`config.mk`:
```
export PLATFORM = sky130hd
export DESIGN_NAME = ctrw_core_timer
export DESIGN_NICKNAME = d
export VERILOG_FILES = /design/src/hw/ctrw_pkg.sv /design/src/hw/ctrw_core_timer.sv /design/src/hw/ctrw_watchdog.sv
export VERILOG_INCLUDE_DIRS = /design/src /design/src/hw
export SDC_FILE = /design/constraint.sdc
export NUM_CORES = 1
export LEC_CHECK = 0
export ABC_AREA = 1
export ABC_CLOCK_PERIOD_IN_PS = 2300
export BUFFER_PORTS_ARGS = -buffer_cell sky130_fd_sc_hd__buf_4
export CAP_MARGIN = 30
export CORE_ASPECT_RATIO = 1.4
export CORE_MARGIN = 5
export CORE_UTILIZATION = 55
export CTS_CLUSTER_SIZE = 25
export DETAILED_ROUTE_END_ITERATION = 12
export PLACE_DENSITY_LB_ADDON = 0.25
export SLEW_MARGIN = 25
export SYNTH_ARGS = -nofsm -noshare
export SYNTH_HDL_FRONTEND = slang
export SYNTH_HIERARCHICAL = 1
export SYNTH_SLANG_ARGS = --single-unit
```
`constraint.sdc`:
```
create_clock -name clock -period 2.3 [get_ports clock]
set_input_delay 0.115 -clock clock [delete_from_list [all_inputs] [get_ports clock]]
set_output_delay 0.115 -clock clock [all_outputs]
set_load 0.02 [all_outputs]
```
`src/hw/ctrw_params.svh`:
```
// constants of the core timer: offsets, fields, reset values, timing counts
// assumes inclusion by bare name from the timer's design files
`ifndef CTRW_PARAMS_SVH
`define CTRW_PARAMS_SVH

`define CTRW_CSR_OFFS       16'h0008
`define CTRW_CNT_OFFS       16'h0009
`define CTRW_WDCLR_OFFS     16'h1ff0
`define CTRW_SLEEP_OFFS     16'h0f00
`define CTRW_CSR_OVF_FLAG   7
`define CTRW_CSR_PER_FLAG   6
`define CTRW_CSR_OVF_EN     5
`define CTRW_CSR_PER_EN     4
`define CTRW_CSR_OVF_CLR    3
`define CTRW_CSR_PER_CLR    2
`define CTRW_CSR_RATE_HI    1
`define CTRW_CSR_RATE_LO    0
`define CTRW_RATE_RESET     2'h3
`define CTRW_PRESCALE       4
`define CTRW_CHAIN_STAGES   15
`define CTRW_WD_STAGES      3
`define CTRW_POR_DELAY      4064
`define CTRW_UNMAPPED_DATA  8'h00

`endif

```
`src/hw/ctrw_pkg.sv`:
```
// types shared by the core timer design files
// assumes nothing beyond a SystemVerilog compiler
package ctrw_pkg;
    typedef enum logic [1:0] {
        CTRW_PWR_COUNT,
        CTRW_PWR_RUN,
        CTRW_PWR_STOPPED
    } ctrw_pwr_e;
    typedef logic [14:0] ctrw_chain_t;
endpackage

```
`src/hw/ctrw_core_timer.sv`:
```
// core timer: prescaler, 15-stage chain, overflow and periodic flags, watchdog
// assumes Avalon-MM master on the same clock; reset is a synchronous input, wake passes two flops
`timescale 1ns/1ps
`include "ctrw_params.svh"

module ctrw_core_timer
    import ctrw_pkg::*;
#(
    parameter bit WATCHDOG_ON = 1'b1,
    parameter int POR_DELAY   = `CTRW_POR_DELAY
) (
    input  wire logic        clock,
    input  wire logic        rst,
    input  wire logic        ext_reset,
    input  wire logic        stop_exit,
    input  wire logic [15:0] avs_address,
    input  wire logic        avs_read,
    input  wire logic        avs_write,
    input  wire logic [7:0]  avs_writedata,
    output logic [7:0]       avs_readdata,
    output logic             avs_waitrequest,
    output logic             overflow_irq,
    output logic             periodic_irq,
    output logic             wake_request,
    output logic             watchdog_reset,
    output logic             stopped
);
    localparam int PS_W = $clog2(`CTRW_PRESCALE);
    localparam int PD_W = $clog2(POR_DELAY + 1);

    logic [PS_W-1:0] prescale_reg;
    ctrw_chain_t     chain_reg;
    ctrw_chain_t     chain_next;
    logic [PD_W-1:0] delay_reg;
    ctrw_pwr_e       pwr_reg;
    logic            ovf_flag_reg;
    logic            per_flag_reg;
    logic            ovf_en_reg;
    logic            per_en_reg;
    logic [1:0]      rate_reg;
    logic            bus_ack;
    logic            stop_exit_meta_reg;
    logic            stop_exit_sync_reg;
    logic            wr_sleep;
    logic            chain_clr;
    logic            step;
    logic            ovf_event;
    logic            per_event;
    logic            wr_csr;
    logic            wd_clear;
    logic            wd_timeout;

    function automatic logic hit(input logic [15:0] a, input logic [15:0] offs);
        hit = (a == offs);
    endfunction

    // which chain bit carries the selected periodic tap
    function automatic logic [3:0] tap_bit(input logic [1:0] sel);
        tap_bit = 4'(11 + 32'(sel));
    endfunction

    // a request stands while its enable and its flag are both set
    function automatic logic irq_cause(input logic en, input logic flag);
        irq_cause = en && flag;
    endfunction

    ////////////////////////////////////////////////////////////////////////
    // bus slave: one wait state, then waitrequest low for one cycle
    // waitrequest is a flop so the master never sees a combinational glitch

    always_ff @(posedge clock) begin
        if (rst) begin
            avs_waitrequest <= 1'b1;
        end else begin
            avs_waitrequest <= !((avs_read || avs_write) && avs_waitrequest);
        end
    end

    assign bus_ack  = !avs_waitrequest;

    assign wr_csr   = avs_write && bus_ack && hit(avs_address, `CTRW_CSR_OFFS);
    assign wd_clear = avs_write && bus_ack && hit(avs_address, `CTRW_WDCLR_OFFS)
                      && !avs_writedata[0];
    assign wr_sleep = avs_write && bus_ack && hit(avs_address, `CTRW_SLEEP_OFFS)
                      && avs_writedata[0];

    always_ff @(posedge clock) begin
        if (rst) begin
            avs_readdata <= 8'h00;
        end else if (avs_read && !bus_ack) begin
            if (hit(avs_address, `CTRW_CSR_OFFS)) begin
                // clear bits always read zero
                avs_readdata <= {ovf_flag_reg, per_flag_reg, ovf_en_reg, per_en_reg,
                                 2'b00, rate_reg};
            end else if (hit(avs_address, `CTRW_CNT_OFFS)) begin
                avs_readdata <= chain_reg[7:0];
            end else if (hit(avs_address, `CTRW_SLEEP_OFFS)) begin
                avs_readdata <= {7'h00, pwr_reg == CTRW_PWR_STOPPED};
            end else begin
                avs_readdata <= `CTRW_UNMAPPED_DATA;
            end
        end
    end

    ////////////////////////////////////////////////////////////////////////
    // power-on, stop and reset sequencing

    // stop exit is a pin: two flops before the sequencer looks at it
    always_ff @(posedge clock) begin
        if (rst) begin
            stop_exit_meta_reg <= 1'b0;
            stop_exit_sync_reg <= 1'b0;
        end else begin
            stop_exit_meta_reg <= stop_exit;
            stop_exit_sync_reg <= stop_exit_meta_reg;
        end
    end

    always_ff @(posedge clock) begin
        if (rst || wd_timeout) begin
            pwr_reg   <= CTRW_PWR_COUNT;
            delay_reg <= '0;
        end else begin
            case (pwr_reg)
                CTRW_PWR_COUNT: begin
                    // chain counts during the delay, then is cleared again
                    if (delay_reg == PD_W'(POR_DELAY - 1)) begin
                        pwr_reg <= CTRW_PWR_RUN;
                    end
                    delay_reg <= delay_reg + 1'b1;
                end
                CTRW_PWR_RUN: begin
                    if (wr_sleep) begin
                        pwr_reg <= CTRW_PWR_STOPPED;
                    end
                end
                CTRW_PWR_STOPPED: begin
                    if (stop_exit_sync_reg || ext_reset) begin
                        pwr_reg   <= CTRW_PWR_COUNT;
                        delay_reg <= '0;
                    end
                end
                default: pwr_reg <= CTRW_PWR_COUNT;
            endcase
        end
    end

    assign chain_clr = ext_reset
                       || (pwr_reg == CTRW_PWR_COUNT && delay_reg == PD_W'(POR_DELAY - 1))
                       || pwr_reg == CTRW_PWR_STOPPED;

    ////////////////////////////////////////////////////////////////////////
    // prescaler and divider chain; runs in wait since only stop, ext_reset and rst halt it

    always_ff @(posedge clock) begin
        if (rst || chain_clr) begin
            prescale_reg <= '0;
        end else begin
            prescale_reg <= prescale_reg + 1'b1;
        end
    end

    assign step       = &prescale_reg;
    assign chain_next = chain_reg + 1'b1;

    always_ff @(posedge clock) begin
        if (rst || chain_clr) begin
            chain_reg <= '0;
        end else if (step) begin
            chain_reg <= chain_next;
        end
    end

    // overflow every 256 steps, i.e. clock/1024
    assign ovf_event = step && (&chain_reg[7:0]);
    // selected bit falls: bit 11 falls once per clock/16384, taps 11..14
    assign per_event = step && chain_reg[tap_bit(rate_reg)]
                       && !chain_next[tap_bit(rate_reg)];

    ////////////////////////////////////////////////////////////////////////
    // control and flags

    always_ff @(posedge clock) begin
        if (rst) begin
            ovf_en_reg <= 1'b0;
            per_en_reg <= 1'b0;
            rate_reg   <= `CTRW_RATE_RESET;
        end else if (wr_csr) begin
            ovf_en_reg <= avs_writedata[`CTRW_CSR_OVF_EN];
            per_en_reg <= avs_writedata[`CTRW_CSR_PER_EN];
            rate_reg   <= avs_writedata[`CTRW_CSR_RATE_HI:`CTRW_CSR_RATE_LO];
        end
    end

    always_ff @(posedge clock) begin
        if (rst || chain_clr) begin
            ovf_flag_reg <= 1'b0;
        end else if (ovf_event) begin
            ovf_flag_reg <= 1'b1;
        end else if (wr_csr && avs_writedata[`CTRW_CSR_OVF_CLR]) begin
            ovf_flag_reg <= 1'b0;
        end
    end

    always_ff @(posedge clock) begin
        if (rst || chain_clr) begin
            per_flag_reg <= 1'b0;
        end else if (per_event) begin
            per_flag_reg <= 1'b1;
        end else if (wr_csr && avs_writedata[`CTRW_CSR_PER_CLR]) begin
            per_flag_reg <= 1'b0;
        end
    end

    // cpu mask bit is applied in the cpu; requests here are raw
    always_ff @(posedge clock) begin
        if (rst) begin
            overflow_irq <= 1'b0;
            periodic_irq <= 1'b0;
            wake_request <= 1'b0;
            stopped      <= 1'b0;
        end else begin
            overflow_irq <= irq_cause(ovf_en_reg, ovf_flag_reg);
            periodic_irq <= irq_cause(per_en_reg, per_flag_reg);
            wake_request <= irq_cause(ovf_en_reg, ovf_flag_reg)
                            || irq_cause(per_en_reg, per_flag_reg);
            stopped      <= pwr_reg == CTRW_PWR_STOPPED;
        end
    end

    ////////////////////////////////////////////////////////////////////////
    // watchdog: 8 periodic ticks; clear is async to chain so 7 to 8 periods

    ctrw_watchdog #(
        .STAGES (`CTRW_WD_STAGES)
    ) u_watchdog (
        .clock     (clock),
        .rst       (rst),
        .enable    (WATCHDOG_ON),
        .chain_clr (chain_clr),
        .tick      (per_event),
        .wd_clear  (wd_clear),
        .timeout   (wd_timeout)
    );

    always_ff @(posedge clock) begin
        if (rst) begin
            watchdog_reset <= 1'b0;
        end else begin
            watchdog_reset <= wd_timeout;
        end
    end

    ////////////////////////////////////////////////////////////////////////
    // checks

    // flags: set, hold and clear; then clear-bit readback, requests, reset values and tap bit
    ovf_set_a: assert property (@(posedge clock) disable iff (rst || chain_clr)
        ovf_event |=> ovf_flag_reg)
        else $error("overflow flag not set");
    ovf_hold_a: assert property (@(posedge clock) disable iff (rst || chain_clr)
        (!ovf_flag_reg && !ovf_event) |=> !ovf_flag_reg)
        else $error("overflow flag set without wrap");
    ovf_clear_a: assert property (@(posedge clock) disable iff (rst || chain_clr)
        (wr_csr && avs_writedata[3] && !ovf_event) |=> !ovf_flag_reg)
        else $error("overflow flag not cleared");
    per_set_a: assert property (@(posedge clock) disable iff (rst || chain_clr)
        per_event |=> per_flag_reg)
        else $error("periodic flag not set");
    per_hold_a: assert property (@(posedge clock) disable iff (rst || chain_clr)
        (!per_flag_reg && !per_event) |=> !per_flag_reg)
        else $error("periodic flag set without tap");
    per_clear_a: assert property (@(posedge clock) disable iff (rst || chain_clr)
        (wr_csr && avs_writedata[2] && !per_event) |=> !per_flag_reg)
        else $error("periodic flag not cleared");
    set_wins_a: assert property (@(posedge clock) disable iff (rst || chain_clr)
        (per_event && wr_csr && avs_writedata[2]) |=> per_flag_reg)
        else $error("periodic event lost on clear");
    clr_zero_a: assert property (@(posedge clock) disable iff (rst)
        (avs_read && bus_ack && hit(avs_address, `CTRW_CSR_OFFS))
            |-> (avs_readdata[3:2] == 2'b00))
        else $error("clear bits read nonzero");
    ovf_irq_a: assert property (@(posedge clock) disable iff (rst)
        overflow_irq |-> $past(irq_cause(ovf_en_reg, ovf_flag_reg)))
        else $error("overflow request without cause");
    per_irq_a: assert property (@(posedge clock) disable iff (rst)
        irq_cause(per_en_reg, per_flag_reg) |=> periodic_irq)
        else $error("periodic request missing");
    rate_reset_a: assert property (@(posedge clock)
        $past(rst) |-> (rate_reg == 2'h3 && !ovf_en_reg && !per_en_reg))
        else $error("reset pattern wrong");
    per_tap_a: assert property (@(posedge clock) disable iff (rst)
        per_event |-> (chain_reg[tap_bit(rate_reg) - 4'd1 -: 4'd1] == 1'b1))
        else $error("periodic tap mismatch");

    // chain clearing, watchdog and bus timing
    chain_clr_a: assert property (@(posedge clock) disable iff (rst)
        ext_reset |=> (chain_reg == '0 && prescale_reg == '0))
        else $error("chain not cleared");
    por_clear_a: assert property (@(posedge clock) disable iff (rst)
        chain_clr |=> (chain_reg == '0 && !ovf_flag_reg && !per_flag_reg))
        else $error("chain clear left state behind");
    stop_clear_a: assert property (@(posedge clock) disable iff (rst)
        (pwr_reg == CTRW_PWR_STOPPED) |=> (chain_reg == '0 && prescale_reg == '0))
        else $error("chain running in stop");
    wd_rst_a: assert property (@(posedge clock) disable iff (rst)
        wd_timeout |=> watchdog_reset)
        else $error("watchdog reset missing");
    count_hold_a: assert property (@(posedge clock) disable iff (rst || chain_clr)
        !step |=> $stable(chain_reg))
        else $error("count moved without step");
    bus_wait_a: assert property (@(posedge clock) disable iff (rst)
        !avs_waitrequest |=> avs_waitrequest)
        else $error("waitrequest low too long");

    ovf_seen_c: cover property (@(posedge clock) ovf_event);
    per_seen_c: cover property (@(posedge clock) per_event);
    wd_fire_c: cover property (@(posedge clock) wd_timeout);
    stop_c: cover property (@(posedge clock) pwr_reg == CTRW_PWR_STOPPED);
    wake_c: cover property (@(posedge clock) wake_request);
endmodule

```
`src/hw/ctrw_watchdog.sv`:
```
// watchdog divide-by-eight stage fed by the periodic tap enable
// assumes one clock; tick is a one-cycle pulse from the divider chain
`timescale 1ns/1ps
`include "ctrw_params.svh"

module ctrw_watchdog
    import ctrw_pkg::*;
#(
    parameter int STAGES = `CTRW_WD_STAGES
) (
    input  wire logic clock,
    input  wire logic rst,
    input  wire logic enable,
    input  wire logic chain_clr,
    input  wire logic tick,
    input  wire logic wd_clear,
    output logic      timeout
);
    logic [STAGES-1:0] wd_cnt_reg;

    // clear touches only this stage, never the chain upstream
    always_ff @(posedge clock) begin
        if (rst || chain_clr || wd_clear || !enable) begin
            wd_cnt_reg <= '0;
        end else if (tick) begin
            wd_cnt_reg <= wd_cnt_reg + 1'b1;
        end
    end

    always_ff @(posedge clock) begin
        if (rst || chain_clr || !enable) begin
            timeout <= 1'b0;
        end else begin
            timeout <= tick && !wd_clear && (&wd_cnt_reg);
        end
    end

    wd_cleared_a: assert property (@(posedge clock) disable iff (rst)
        wd_clear |=> (wd_cnt_reg == '0 && !timeout))
        else $error("watchdog not cleared");
endmodule

```
Word-level counts from Yosys, hierarchy flattened
Index checks and enable logic that the tools add are counted.
{"block": "op_classes", "addsub": 5, "n_mul": 0, "div_mod_pow": 0, "magnitude_cmp": 1, "eq_ne": 10, "n_shift": 0, "muxes": 17, "bitwise_logic": 0, "n_reduce_logical": 40}
{"op": "$eq 16x4->1 const B", "count": 2}
{"op": "$pmux 12 s2", "count": 1}
{"op": "$logic_and 1x1->1", "count": 18}
{"op": "$eq 16x12->1 const B", "count": 1}
{"op": "$eq 16x13->1 const B", "count": 1}
{"op": "$mux 8", "count": 2}
{"op": "$add 15x1->15 const B", "count": 1}
{"op": "$add 12x1->12 const B", "count": 1}
{"op": "$eq 12x12->1 const B", "count": 1}
{"op": "$mux 12", "count": 1}
{"op": "$bmux 1 s4", "count": 2}
{"op": "$logic_or 1x1->1", "count": 8}
{"op": "$reduce_and 8->1", "count": 1}
{"op": "$mux 1", "count": 7}
{"op": "$mux 2", "count": 3}
{"op": "$ne 2x2->1 const B", "count": 3}
{"op": "$pmux 2 s3", "count": 1}
{"op": "$reduce_and 3->1", "count": 2}
{"op": "$reduce_bool 2->1", "count": 3}
{"op": "$logic_not 1->1", "count": 5}
{"op": "$lt 4x5->1 const B", "count": 1}
{"op": "$add 4x2->4 const A", "count": 1}
{"op": "$reduce_and 2->1", "count": 2}
{"op": "$add 3x1->3 const B", "count": 1}
{"op": "4 further kinds", "count": 4}
{"block": "word_totals", "register_bits": 57, "latchBits": 0, "ramBits": 0, "rom_bits": 0, "in_bits": 30, "elab_cells": 93, "memories": 0}

Longest topological paths before layout
{"block": "logic_depth", "depth_word": 7, "ltp_mapped": 17, "depth_no_buf": 17}

Modules after synthesis
The synthesis kept the hierarchy.
{"mod": "ctrw_core_timer", "instances": 1, "cells_each": 384, "area_each_um2": 2705.1, "seq_area_each_um2": 1061.0}
{"mod": "ctrw_watchdog", "instances": 1, "cells_each": 30, "area_each_um2": 195.2, "seq_area_each_um2": 80.1}

Worst setup path after synthesis
No wires, ideal clock.
{"block": "synth_timing", "path_kind": "register to register", "startpoint": "register rate_reg[0]", "endpoint": "register u_watchdog.wd_cnt_reg[2]", "setup_time_ps": 115, "arrival_ps": 1830, "required_ps": 2185, "setup_slack_ps": 354, "stages_incl_launch_ff": 14, "n_path_buf": 1, "period_less_slack_ps": 1946, "path_cell_list": "dfxtp_1 clkbuf_2 inv_2 ha_1 nor2_1 nand2_1 nand2_1 a21oi_1 nor3_1 nand3_2 inv_1 nor2_1 nor2_1 nor2_1"}
{"block": "synth_between", "elab_chain_len": 5, "word_cells_on_any_way": 8, "cone_classes": "1 x add/sub; 4 x mux; 3 x reduce/logical"}
{"item": "start: declaration", "line_no": "ctrw_core_timer.sv:40", "rtl": "logic [1:0] rate_reg;"}
{"item": "start signal: assignment", "line_no": "ctrw_core_timer.sv:187", "rtl": "rate_reg <= `CTRW_RATE_RESET;"}
{"item": "start signal: assignment", "line_no": "ctrw_core_timer.sv:191", "rtl": "rate_reg <= avs_writedata[`CTRW_CSR_RATE_HI:`CTRW_CSR_RATE_LO];"}
{"item": "$add 4x2->4 (*)", "line_no": "ctrw_core_timer.sv:59", "rtl": "tap_bit = 4'(11 + 32'(sel));"}
{"item": "$bmux 1 s4 (on tied branches)", "line_no": "ctrw_core_timer.sv:177, ctrw_core_timer.sv:178"}
{"item": "$mux 1 (on tied branches)", "line_no": "ctrw_core_timer.sv:177, ctrw_core_timer.sv:178"}
{"item": "$logic_and 1x1->1 or $logic_not 1->1 (tied branches)", "line_no": "ctrw_core_timer.sv:177, ctrw_core_timer.sv:178"}
{"item": "$logic_and 1x1->1 (*)", "line_no": "ctrw_core_timer.sv:178", "rtl": "&& !chain_next[tap_bit(rate_reg)];"}
{"item": "via per_event", "line_no": "ctrw_core_timer.sv:48", "rtl": "logic per_event;"}
{"item": "end signal: assignment", "line_no": "ctrw_watchdog.sv:26", "rtl": "wd_cnt_reg <= wd_cnt_reg + 1'b1;"}
{"item": "end: declaration", "line_no": "ctrw_watchdog.sv:19", "rtl": "logic [STAGES-1:0] wd_cnt_reg;"}
The timed path passes the listed nets; every way through them passes the cells marked *. The select of a mux whose other input is x is not followed.
A chain may end at the register's enable or synchronous reset.

Worst setup path after layout
{"block": "layout_timing", "startpoint": "register rate_reg[0]", "endpoint": "register u_watchdog.wd_cnt_reg[0]"}
The elaborated chain is that of the path after synthesis.

==> summary.md <==
| Metric | Value |
|---|---|
| Final setup fails | `0` |
| Layout Area Growth over Synthesis | `19.6%` |
| Final Hold Fails | `0` |
| MaxCap Viol Count | `0` |
| Area share of fa/ha/maj cells after synthesis | `2.59%` |
| Final net count | `500` |
| Outcome | `finished clean` |
| Number of global-route vias before repair | `2714` |
| First drt pass iteration count | `4` |
| CP required | `2.57 ns` |
| 1st-iter DRT viols | `216` |
| I/O pins | `44` |
| Clk root buf | `clkbuf_8` |
| Power Density | `557 nW/um2` |
| Synthesized instance count | `414` |
| WHS | `0.0129 ns` |
| Antenna diodes | `0` |
| Crit-path most repeated cell | `nand2_1` |
| Simple-gate area share of the yosys netlist | `34.7%` |
| Compound-gate portion of the synthesized area | `12.9%` |
| Max Fclk | `496 MHz` |
| Vias per cell | `5.28` |
| Setup slack, reg-to-reg | `0.28 ns` |
| Core Region | `5160 um2` |
| Synth Net Count | `450` |
| Chip height | `95.9 um` |
| GRT met1 Usage | `24.6%` |
| Clock sink total | `57` |
| Overall Global Routing Usage | `22.2%` |
| Setup TNS | `0 ns` |
| Setup Crit Path Kind | `reg -> reg` |
| WL final | `7030 um` |
| GPL Wtd Cong | `0.974` |
| Main combinational cell family by area after synthesis | `simple AND/OR/NAND/NOR gates` |
| Avg WL per Cell | `13.2 um` |
| Final worst-path cycle share | `87.7%` |
| Max reg flops | `15` |
| GR peak layer | `met2` |
| TritonCTS clock tree | `built` |
| Ys Warns | `6` |
| Core Util, Final | `67.3%` |
| Clock tree buffer depth | `2` |
| Slew Limit Fails | `0` |
| RSZ-0062 raised after global routing | `no` |
| Reg2Reg Depth | `13` |
| Initial antenna violation count | `0` |
| Hold path depth | `3` |
| Clk pin slew, worst setup/hold paths | `0.06 ns` |
| CP cell instances | `inv_2 > ha_1 > nor2_2 > nand2_1 > nand2_1 > a21oi_1 > nor3_1 > nand3_2 > inv_2 > inv_1 > nand2_1 > nand2_1 > nor2_1` |
| Peak supply drop | `548 uV` |
| Critical Path Source | `rate_reg[0]$_SDFFE_PP1N_` |
| DP HPWL | `5170 um` |
| First-pass GRT wire length | `11900 um` |
| Slowest cell on the critical path | `dfxtp_2` |
| Yosys reg bits | `57` |
| GR Layer Usage met2 | `40.2%` |
| Worst r2r dst | `u_watchdog/wd_cnt_reg[0]$_SDFFE_PP0P_` |
| Xor/xnor share of the synthesized area | `2.11%` |
| Crit. End Element | `flip-flop` |
| Vias post-DR | `2814` |
| Synth Cell Area | `2900 um2` |
| Worst r2r src | `rate_reg[0]$_SDFFE_PP1N_` |
| Clk_lat worst skew | `0.33 ns` |
| Largest net degree at the start of global routing | `22` |
| Initial Util | `56.2%` |
| Number of nets with antenna violations after routing | `0` |
| Worst hold start | `avs_writedata[1]` |
| Post-synthesis mux area share | `0%` |
| Crit start category | `flip-flop` |
| Avg Cell Area, Syn | `7.01 um2` |
| Input/output buffers | `41` |
| CP max stage delay | `0.39 ns` |
| Hold/Removal Path Class | `in -> reg` |
| Cell variety after synth | `38` |
| Fraction of layout cells with a size suffix above 1 | `18.6%` |
| DR DRC count | `0` |
| GR Overflow Total | `0` |
| Num CTS Buffers | `9` |
| Clock skew | `0.00496 ns` |
| H-tree level count | `3` |
| DIE AREA | `6850 um2` |
| CP arrival | `2.29 ns` |
| Met3 usage | `4.60%` |
| FP Rows | `31` |
| Sequential area share after synthesis | `39.3%` |
| Hold EP | `rate_reg[1]$_SDFFE_PP1N_` |
| Chip width | `71.4 um` |
| Tmin final | `2.02 ns` |
| CP max FO | `8` |
| Cell leakage power | `1.38 nW` |
[worst max path at each step]
stage | end | slack (ns)
floorplan | u_watchdog/wd_cnt_reg[2]$_SDFFE_PP0P_ | 0.35
global placement | u_watchdog/wd_cnt_reg[1]$_SDFFE_PP0P_ | 0.16
detailed placement | u_watchdog/wd_cnt_reg[0]$_SDFFE_PP0P_ | 0.12
CTS | u_watchdog/wd_cnt_reg[0]$_SDFFE_PP0P_ | 0.13
global route | u_watchdog/wd_cnt_reg[2]$_SDFFE_PP0P_ | 0.07
finish | u_watchdog/wd_cnt_reg[0]$_SDFFE_PP0P_ | 0.28
[metal layers]
metal  wire (um)  share of wire (%)
met5           0                  0
met4         142                2.0
met3         373                5.3
met2        3590                 51
met1        2920                 42
[what timing repair did]
| item | in CTS | in global routing |
|---|---|---|
| buffers inserted | 0 | 0 |
| endpoints found under the hold margin | 2 | 0 |
| hold buffers | 3 | 0 |
| gates resized for setup | 0 | 4 |
| endpoints found under the setup margin | 0 | 4 |
[cells in the mapped netlist (all sizes together)]
| master | count | area share [%] |
|---|---|---|
| a221oi | 1 | 0.30 |
| dfxtp | 57 | 39 |
| buf | 5 | 1.3 |
| nor3b | 1 | 0.65 |
| a31oi | 5 | 1.1 |
| conb | 1 | 0.13 |
| a31o | 1 | 0.30 |
| nand4 | 9 | 1.9 |
| nand3 | 28 | 5.0 |
| o21ai | 18 | 3.1 |
| ha | 6 | 2.6 |
| a22oi | 2 | 0.52 |
| nor4b | 1 | 0.30 |
| nor3 | 9 | 1.6 |
| nand3b | 2 | 0.52 |
| nor2 | 65 | 9.6 |
| a211oi | 7 | 1.8 |
| and2 | 1 | 0.22 |
| nor4 | 4 | 1.5 |
| a21oi | 29 | 5.5 |
| clkinv | 1 | 0.17 |
| inv | 49 | 6.3 |
| nand2 | 101 | 13 |
| xnor2 | 3 | 0.91 |
| o211ai | 1 | 0.26 |
| clkbuf | 3 | 0.43 |
| xor2 | 4 | 1.2 |
[where the power goes]
group          switching [mW]  internal (mW)  leakage [nW]  total [mW]
logic                  0.0635         0.0521         0.833       0.116
clock network           0.379          0.433        0.0871       0.812
registers             0.00883          0.997         0.460        1.01
[critical path, delay by kind of cell (launching register included)]
kind,cells,cell delay (ns)
compound gates,1,0.04
fa+ha+maj,1,0.38
buf+inv,3,0.26
flops,1,0.39
simple gates,8,0.89
[layout by cell type (no fill, tap or decap), types with 2 or more instances in the layout]
cell / n
a211oi_1: 7
a21oi_1: 25
a21oi_2: 4
a22oi_1: 2
a31oi_1: 5
buf_4: 44
clkbuf_8: 11
clkinv_2: 3
dfxtp_1: 56
dlygate4sd3_1: 3
ha_1: 5
inv_1: 46
inv_2: 3
nand2_1: 97
nand2_2: 4
nand3_1: 27
nand3b_1: 2
nand4_1: 9
nor2_1: 56
nor2_2: 6
nor2_4: 3
nor3_1: 9
nor4_2: 3
o21ai_0: 14
o21ai_1: 4
xnor2_1: 3
xor2_1: 4
[stage by stage]
step / worst slack, ns / instances / power, mW / cell area [um2]
6_report: 0.282 / 533 / 1.93 / 3470
5_1_grt: 0.0735 / 533 / 2.01 / 3470
4_1_cts: 0.129 / 533 / 1.96 / 3460
3_5_place_dp: 0.125 / 516 / 1.14 / 3260
3_3_place_gp: 0.165 / 516 / 1.14 / 3260
2_1_floorplan: 0.354 / 414 / 1.08 / 2900
[area by class of cell]
class | instances | area [um2]
fill | 451 | 1690
multi-input combinational | 299 | 1530
sequential | 57 | 1140
timing repair buffer | 47 | 360
inverter | 50 | 189
clock buffer | 11 | 151
tap | 66 | 82.6
clock inverter | 3 | 17.5
[cells by family (layout without fill, tap and decap cells)]
kind of cell    Yosys count  after routing
simple gates            221            221
compound gates           64             64
buf+inv                  58            111
flops                    57             57
xor+xnor                  7              7
fa+ha+maj                 6              6
other cells               1              1
No activity file was read; power rests on OpenSTA's default activity.
